File: src/logic/ioc_map.svh
// Register offsets, field positions, reset values and limits of the block
`ifndef IOC_MAP_SVH
`define IOC_MAP_SVH

// Register byte offsets
`define IOC_CTRL_OFS        8'h00
`define IOC_START_OFS       8'h04
`define IOC_STATUS_OFS      8'h08

// Control register fields
`define IOC_CTRL_OP_LSB     0
`define IOC_CTRL_OP_MSB     1

// Status register fields
`define IOC_STAT_TRIP_LSB   0
`define IOC_STAT_TRIP_MSB   2
`define IOC_STAT_GEN_BIT    3
`define IOC_STAT_BLK_BIT    4
`define IOC_STAT_DBL_BIT    5

// Operation mode codes
`define IOC_OP_OFF_CODE     2'h0
`define IOC_OP_PEAK_CODE    2'h1
`define IOC_OP_FUND_CODE    2'h2

// Start current setting, percent of rated current
`define IOC_START_MIN       12'h014
`define IOC_START_MAX       12'hBB8
`define IOC_START_RST       12'h0C8

// Peak selection window, samples
`define IOC_PEAK_WINDOW     16'h0010

`endif

File: src/logic/ioc_pkg.sv
// Types and decode helpers shared by the overcurrent block
package ioc_pkg;
  `include "ioc_map.svh"

  // Operation setting of the function
  typedef enum logic [1:0] {
    OP_OFF,
    OP_PEAK,
    OP_FUND
  } op_mode_t;

  // Raw register code to mode; unknown codes fall back to off
  function automatic op_mode_t decode_mode(input logic [1:0] code);
    case (code)
      `IOC_OP_PEAK_CODE: decode_mode = OP_PEAK;
      `IOC_OP_FUND_CODE: decode_mode = OP_FUND;
      default:           decode_mode = OP_OFF;
    endcase
  endfunction

  // A start setting is legal only inside its range
  function automatic logic start_legal(input logic [11:0] value);
    start_legal = (value >= `IOC_START_MIN) && (value <= `IOC_START_MAX);
  endfunction
endpackage

File: src/logic/peak_select.sv
// Per-phase peak selection from signed current samples
`timescale 1ns/10ps
module peak_select #(
  parameter int          DATA_W = 16,
  parameter logic [15:0] WINDOW = 16'h0010
) (
  // Clock and reset
  input  wire logic              i_clk,
  input  wire logic              i_reset_n,
  // Sample stream
  input  wire logic              i_sample_valid,
  input  wire logic [DATA_W-1:0] i_sample,
  // Selected peak magnitude
  output logic      [DATA_W-1:0] o_peak
);
  logic [DATA_W-1:0] mag;
  logic [DATA_W-1:0] run_r;
  logic [DATA_W-1:0] prev_r;
  logic [15:0]       cnt_r;
  logic [DATA_W-1:0] run_nxt;

  // Magnitude of two's complement sample, most negative saturates
  always_comb begin
    if (i_sample[DATA_W-1]) begin
      mag = (i_sample == {1'b1, {(DATA_W-1){1'b0}}}) ?
            {1'b0, {(DATA_W-1){1'b1}}} : DATA_W'(-i_sample);
    end else begin
      mag = i_sample;
    end
    run_nxt = (mag > run_r) ? mag : run_r;
  end

  // Window counter; old peaks age out so the trip can drop
  always_ff @(posedge i_clk or negedge i_reset_n) begin
    if (!i_reset_n) begin
      cnt_r <= 16'h0000;
    end else if (i_sample_valid) begin
      cnt_r <= (cnt_r >= WINDOW - 16'h0001) ? 16'h0000 : cnt_r + 16'h0001;
    end
  end

  // Running maximum of this window and held maximum of the last
  always_ff @(posedge i_clk or negedge i_reset_n) begin
    if (!i_reset_n) begin
      run_r  <= '0;
      prev_r <= '0;
    end else if (i_sample_valid) begin
      if (cnt_r >= WINDOW - 16'h0001) begin
        prev_r <= run_nxt;
        run_r  <= '0;
      end else begin
        run_r  <= run_nxt;
      end
    end
  end

  // Peak includes the newest sample so a step is seen at once
  always_ff @(posedge i_clk or negedge i_reset_n) begin
    if (!i_reset_n) begin
      o_peak <= '0;
    end else if (i_sample_valid) begin
      o_peak <= (run_nxt > prev_r) ? run_nxt : prev_r;
    end
  end
endmodule // peak_select

File: src/logic/phase_compare.sv
// Per-phase instantaneous comparison of a value with the threshold
`timescale 1ns/10ps
module phase_compare #(
  parameter int DATA_W = 16
) (
  // Selected measured value and active threshold
  input  wire logic [DATA_W-1:0] i_value,
  input  wire logic [12:0]       i_threshold,
  // Overall enable
  input  wire logic              i_enable,
  // Comparison result
  output logic                   o_above
);
  // Strictly above; zero-extend the narrower side first. Chosen at
  // elaboration so the unused branch never holds a negative replication
  generate
    if (DATA_W >= 13) begin : g_wide
      always_comb begin
        o_above = i_enable &&
                  ({{(DATA_W+1-13){1'b0}}, i_threshold} <
                   {1'b0, i_value});
      end
    end else begin : g_narrow
      always_comb begin
        o_above = i_enable &&
                  (i_threshold < {{(13-DATA_W){1'b0}}, i_value});
      end
    end
  endgenerate
endmodule // phase_compare

File: src/logic/three_phase_instant_overcurrent.sv
// Three-phase instantaneous overcurrent decision with register port
//
// Function
// Phase value above threshold trips at once
// Operation off, peak or fundamental; default off
// Start setting 20 to 3000 percent, default 200
// Trip after inherent latency only, no delay
// Double input doubles threshold for all phases
// Block input suppresses every trip output
// General trip is OR of phase trips
// Peak value selected per phase separately
// Upstream supplies fundamental RMS per phase
// One trip output per phase, independent
// Disabled mode holds all trips low
// Trip drops when value falls, no latch
//
// Local design decisions: the strobed register port and the register addresses.
`timescale 1ns/10ps
`include "ioc_map.svh"
module three_phase_instant_overcurrent
  import ioc_pkg::*;
#(
  parameter int          DATA_W      = 16,
  parameter logic [15:0] PEAK_WINDOW = `IOC_PEAK_WINDOW
) (
  // Clock and reset
  input  wire logic              i_clk,
  input  wire logic              i_reset_n,
  // Register port
  input  wire logic [7:0]        i_addr,
  input  wire logic [31:0]       i_wdata,
  input  wire logic              i_wr,
  input  wire logic              i_rd,
  output logic      [31:0]       o_rdata,
  // Sampled phase currents, signed
  input  wire logic              i_sample_valid,
  input  wire logic [DATA_W-1:0] i_phase1_current_sample,
  input  wire logic [DATA_W-1:0] i_phase2_current_sample,
  input  wire logic [DATA_W-1:0] i_phase3_current_sample,
  // Fundamental RMS values from the upstream stage
  input  wire logic [DATA_W-1:0] i_phase1_fundamental_rms,
  input  wire logic [DATA_W-1:0] i_phase2_fundamental_rms,
  input  wire logic [DATA_W-1:0] i_phase3_fundamental_rms,
  // User logic status inputs
  input  wire logic              i_function_block_input,
  input  wire logic              i_setting_double_input,
  // Selected peaks for observation
  output logic      [DATA_W-1:0] o_phase1_peak_value,
  output logic      [DATA_W-1:0] o_phase2_peak_value,
  output logic      [DATA_W-1:0] o_phase3_peak_value,
  // Trip outputs
  output logic                   o_phase1_trip_out,
  output logic                   o_phase2_trip_out,
  output logic                   o_phase3_trip_out,
  output logic                   o_general_trip_out
);
  import ioc_pkg::*;

  logic [1:0]        op_code_r;
  logic [11:0]       start_r;
  op_mode_t          mode;
  logic [12:0]       threshold;
  logic              enable;
  logic [2:0]        above;
  logic [2:0]        trip_r;
  logic [DATA_W-1:0] samples [3];
  logic [DATA_W-1:0] funds   [3];
  logic [DATA_W-1:0] peaks   [3];
  logic [DATA_W-1:0] sel     [3];
  logic [1:0]        wr_code;
  logic [11:0]       wr_start;

  assign samples[0] = i_phase1_current_sample;
  assign samples[1] = i_phase2_current_sample;
  assign samples[2] = i_phase3_current_sample;
  // upstream RMS values
  assign funds[0]   = i_phase1_fundamental_rms;
  assign funds[1]   = i_phase2_fundamental_rms;
  assign funds[2]   = i_phase3_fundamental_rms;

  assign wr_code  = i_wdata[`IOC_CTRL_OP_MSB:`IOC_CTRL_OP_LSB];
  assign wr_start = i_wdata[11:0];

  // Operation setting; unknown codes are refused, old value kept
  always_ff @(posedge i_clk or negedge i_reset_n) begin
    if (!i_reset_n) begin
      // default off
      op_code_r <= `IOC_OP_OFF_CODE;
    end else if (i_wr && (i_addr == `IOC_CTRL_OFS) &&
                 (wr_code != 2'h3)) begin
      op_code_r <= wr_code;
    end
  end

  // Start setting; out of range writes are ignored, not clamped,
  // so a bad write never silently moves the threshold
  always_ff @(posedge i_clk or negedge i_reset_n) begin
    if (!i_reset_n) begin
      // default and range
      start_r <= `IOC_START_RST;
    end else if (i_wr && (i_addr == `IOC_START_OFS) &&
                 start_legal(wr_start) && (i_wdata[31:12] == 20'h00000)) begin
      start_r <= wr_start;
    end
  end

  // Read data stands one cycle after the strobe; unmapped reads zero
  always_ff @(posedge i_clk or negedge i_reset_n) begin
    if (!i_reset_n) begin
      o_rdata <= 32'h00000000;
    end else if (i_rd) begin
      case (i_addr)
        `IOC_CTRL_OFS:   o_rdata <= {30'h0, op_code_r};
        `IOC_START_OFS:  o_rdata <= {20'h00000, start_r};
        `IOC_STATUS_OFS: o_rdata <= {26'h0,
                                     i_setting_double_input,
                                     i_function_block_input,
                                     o_general_trip_out, trip_r};
        default:         o_rdata <= 32'h00000000;
      endcase
    end else begin
      o_rdata <= 32'h00000000;
    end
  end

  assign mode = decode_mode(op_code_r);

  // Threshold and enable for all phases
  always_comb begin
    // doubled threshold
    threshold = i_setting_double_input ? {start_r, 1'b0} : {1'b0, start_r};
    // block and R11 off mode
    enable    = !i_function_block_input && (mode != OP_OFF);
  end

  // One peak selector and comparator per phase
  genvar g;
  generate
    for (g = 0; g < 3; g++) begin : g_phase
      // per-phase peak
      peak_select #(
        .DATA_W (DATA_W),
        .WINDOW (PEAK_WINDOW)
      ) u_peak (
        .i_clk          (i_clk),
        .i_reset_n      (i_reset_n),
        .i_sample_valid (i_sample_valid),
        .i_sample       (samples[g]),
        .o_peak         (peaks[g])
      );

      // mode selects quantity
      assign sel[g] = (mode == OP_PEAK) ? peaks[g] : funds[g];

      // compare with setting
      phase_compare #(
        .DATA_W (DATA_W)
      ) u_cmp (
        .i_value     (sel[g]),
        .i_threshold (threshold),
        .i_enable    (enable),
        .o_above     (above[g])
      );
    end
  endgenerate

  // Trips follow the comparison each cycle, one register of latency
  always_ff @(posedge i_clk or negedge i_reset_n) begin
    if (!i_reset_n) begin
      trip_r <= 3'h0;
    end else begin
      // unlatched per phase
      trip_r <= above;
    end
  end

  // General trip registered beside the phase trips
  always_ff @(posedge i_clk or negedge i_reset_n) begin
    if (!i_reset_n) begin
      o_general_trip_out <= 1'b0;
    end else begin
      // any phase trip
      o_general_trip_out <= |above;
    end
  end

  assign o_phase1_trip_out   = trip_r[0];
  assign o_phase2_trip_out   = trip_r[1];
  assign o_phase3_trip_out   = trip_r[2];
  assign o_phase1_peak_value = peaks[0];
  assign o_phase2_peak_value = peaks[1];
  assign o_phase3_peak_value = peaks[2];
endmodule // three_phase_instant_overcurrent

File: config.mk
export PLATFORM = sky130hd
export DESIGN_NAME = three_phase_instant_overcurrent
export DESIGN_NICKNAME = d
export VERILOG_FILES = /design/src/logic/ioc_pkg.sv /design/src/logic/peak_select.sv /design/src/logic/phase_compare.sv /design/src/logic/three_phase_instant_overcurrent.sv
export VERILOG_INCLUDE_DIRS = /design/src /design/src/logic
export SDC_FILE = /design/constraint.sdc
export NUM_CORES = 1
export LEC_CHECK = 0
export ABC_CLOCK_PERIOD_IN_PS = 4650
export BUFFER_PORTS_ARGS = -buffer_cell sky130_fd_sc_hd__buf_4
export CORE_MARGIN = 10
export CORE_UTILIZATION = 55
export DETAILED_ROUTE_END_ITERATION = 8
export PLACE_DENSITY = 0.78
export SYNTH_ARGS = -nofsm -noshare
export SYNTH_HDL_FRONTEND = slang
export SYNTH_SLANG_ARGS = --single-unit
export TNS_END_PERCENT = 5
File: constraint.sdc
create_clock -name i_clk -period 4.65 [get_ports i_clk]
set_input_delay 0.2325 -clock i_clk [delete_from_list [all_inputs] [get_ports i_clk]]
set_output_delay 0.2325 -clock i_clk [all_outputs]
set_load 0.005 [all_outputs]
==> impl_metrics.ini <==
[timing]
setup_violations = 48
slew_headroom = 0.210
fin_crit_ps = 4930
hold_violations = 0
slew_viol_final = 0
max_freq_mhz = 203
fin_worst_skew_ps = 27.3
grt_setup_unrepaired = true
worstMarginPinSlew_ps = 1180
fin_ws_ps = -280
fin_crit_sh = 1.06
fin_setup_tns_ps = -6310

[place]
gp_congestion = 0.925
hpwl_um = 34000
port-buffer-count = 206

[clock_tree]
htree_levels = 1
cts_tree = built
clockBufferDepth = 3
clk_latency_ps = 540
numCtsBuffers = 25
clk_pin_slew_ps = 60
clkSinkCount = 222
root_buffer = clkbuf_16

[floorplanning]
fp.dieH_um = 183
start_util = 0.559
die_area_sq_um = 33400
die_w_um = 183
ioPinCount = 227
core_area_sq_um = 26100
rows = 59

[critical_path]
crit_path_start_kind = primary input
critPathMaxFanout = 7
critPathRequiredTime_ps = 5070
rrSetupSlack_ps = 300
arrival_ps = 5350
reg2reg_depth = 16
endpoint_kind = flip-flop
path_class = primary input to flip-flop

[synthesis]
synth.avg_cell_area_sq_um = 9.28
yosys_warnings = 0
synth.distinct_cells = 81
ys_seq_area_frac = 0.382
yosys_register_bits = 222
async_flop_share = 1.00
syn_area_sq_um = 14600
synth-edff-count = 0
ys.flop_type = dfrtp_1
syn_inst = 1569

[outcome]
status = finished, violations left
violations = negative setup slack

[drt]
route.met2.wl_um = 23800
first_pass_iters = 7
wire_per_inst_um = 20.5
drc_errors = 0
drt_iter0_markers = 1426
wl_um = 49700
met1_length_um = 19900
ant_nets = 0
wl_met3_um = 3740
top_layer = met4
vias = 14600
vias_per_cell = 6.04

[power_and_ir_drop]
p_leak_nw = 10.0
ir_drop_mv = 0.382
power.density_nw_per_um2 = 555

[global_routing]
antenna_found_initial = 0
grt_pass1_wl_um = 76300
grt_overflow_total = 0
grt_max_degree = 100
grt_use_total = 0.276
grt_pass1_vias = 14500

[layout]
area_delta_synth_final_pct = 40.1
seq_area_sq_um = 5560
fill_cells = 1595
multi_input_area_sq_um = 8850
diodes = 0
final_util = 0.783
layout.cells.most_common = buf_4
final_cell_mix = buf_4, dfrtp_1, inv_1
drive_gt1_frac = 0.346
finalNetCount = 2354

[hold_path]
min_path_type = primary input to flip-flop
whs_path_depth = 2

[job]
max-cap-violations = 0
-- report_power, final --
group	switching [mW]	leakage (nW)	internal, mW	total, mW
clock	0.850	0.381	1.15	2.00
combinational	3.08	6.76	3.09	6.16
sequential	0.634	2.88	2.53	3.16
-- per-stage QoR --
stage | setup WS [ps] | hold WS [ps] | power (mW) | std cells | area (sq um)
2_1_floorplan | -672 | -63.1 | 5.91 | 1588 | 14800
3_3_place_gp | -712 | 306 | 8.02 | 2311 | 18300
3_5_place_dp | -876 | 300 | 8.27 | 2311 | 18300
4_1_cts | -43.5 | 20.2 | 10.8 | 2418 | 20100
5_1_grt | -483 | 30.6 | 12.0 | 2423 | 20400
6_report | -280 | 40.0 | 11.3 | 2423 | 20400
-- state kept, by name (all words and copies together) (netlist names) --
signal,count
trip_r,3
op_code_r,2
o_rdata,12
o_general_trip_out,1
g_phase.u_peak.cnt_r,48
g_phase.u_peak.run_r,48
g_phase.u_peak.o_peak,48
start_r,12
g_phase.u_peak.prev_r,48
-- worst paths after layout --
kind                                                 to                         from
max in group asynchronous    g_phase[1].u_peak.cnt_r[5]                    i_reset_n
min in group asynchronous   g_phase[1].u_peak.run_r[12]                    i_reset_n
min                          g_phase[0].u_peak.run_r[3]               i_sample_valid
max reg2reg                g_phase[0].u_peak.o_peak[15]  g_phase[0].u_peak.run_r[13]
min reg2reg                 g_phase[1].u_peak.cnt_r[15]  g_phase[1].u_peak.cnt_r[15]
max                        g_phase[0].u_peak.o_peak[15]   i_phase1_current_sample[7]
-- cell families after synthesis --
group | synth area share
mux | 0.0797
flops | 0.382
simple gates | 0.154
buf+inv | 0.0680
compound gates | 0.180
fa+ha+maj | 0.119
other cells | 0.000258
xor+xnor | 0.0168
-- per-layer routing --
metal	global-route usage	vias to the layer above
met5	0	-
met4	0.0996	0
met3	0.0421	173
met2	0.467	713
met1	0.350	7097
li1	-	6655
-- critical path, cell delays in order --
cell and delay, ps:
buf_6 90, or4_4 530, or3_4 450, buf_6 140
nand2_2 70, xor2_2 170, nand2_2 110, ha_4 300
nand2_2 60, or4_4 550, a21o_1 220, nand4_4 100
and2_4 240, mux2_4 350, ha_4 260, nand4_1 160
nor4_4 350, inv_1 70, o311a_1 140, or2_4 250
and2_4 180, a221o_1 300
-- synth_stat cells, types with 25 or more instances --
cell,count,share of area
dfrtp_1,219,0.38
inv_1,162,0.042
nand2_1,146,0.038
ha_1,139,0.12
o21ai_0,95,0.033
nor2_1,88,0.023
a21oi_1,74,0.025
mux2i_1,66,0.045
a22o_1,43,0.026
clkbuf_1,39,0.010
mux2_2,39,0.030
nand4_1,30,0.013
nor4_1,29,0.012
nor2b_1,26,0.011
a22oi_1,25,0.013
a31oi_1,25,0.011
buf_4,25,0.013
nand3_1,25,0.0086
-- final cells by class --
cell class                      instances  share of cell area
Inverter                              162              0.0298
Timing Repair Buffer                  529               0.203
Clock inverter                         14             0.00711
Clock buffer                           29              0.0329
Tap cell                              335              0.0205
Multi-Input combinational cell       1132               0.434
Sequential cell                       222               0.272
-- timing repair --
action | CTS | global route
cloned | 2 | 0
hold endpoints to repair | 111 | 0
gates resized for setup | 83 | 66
buffers inserted | 48 | 6
pin swaps | 42 | 37
setup endpoints to repair | 48 | 49
hold buffers | 14 | 0
(Power assumes the default switching activity.)
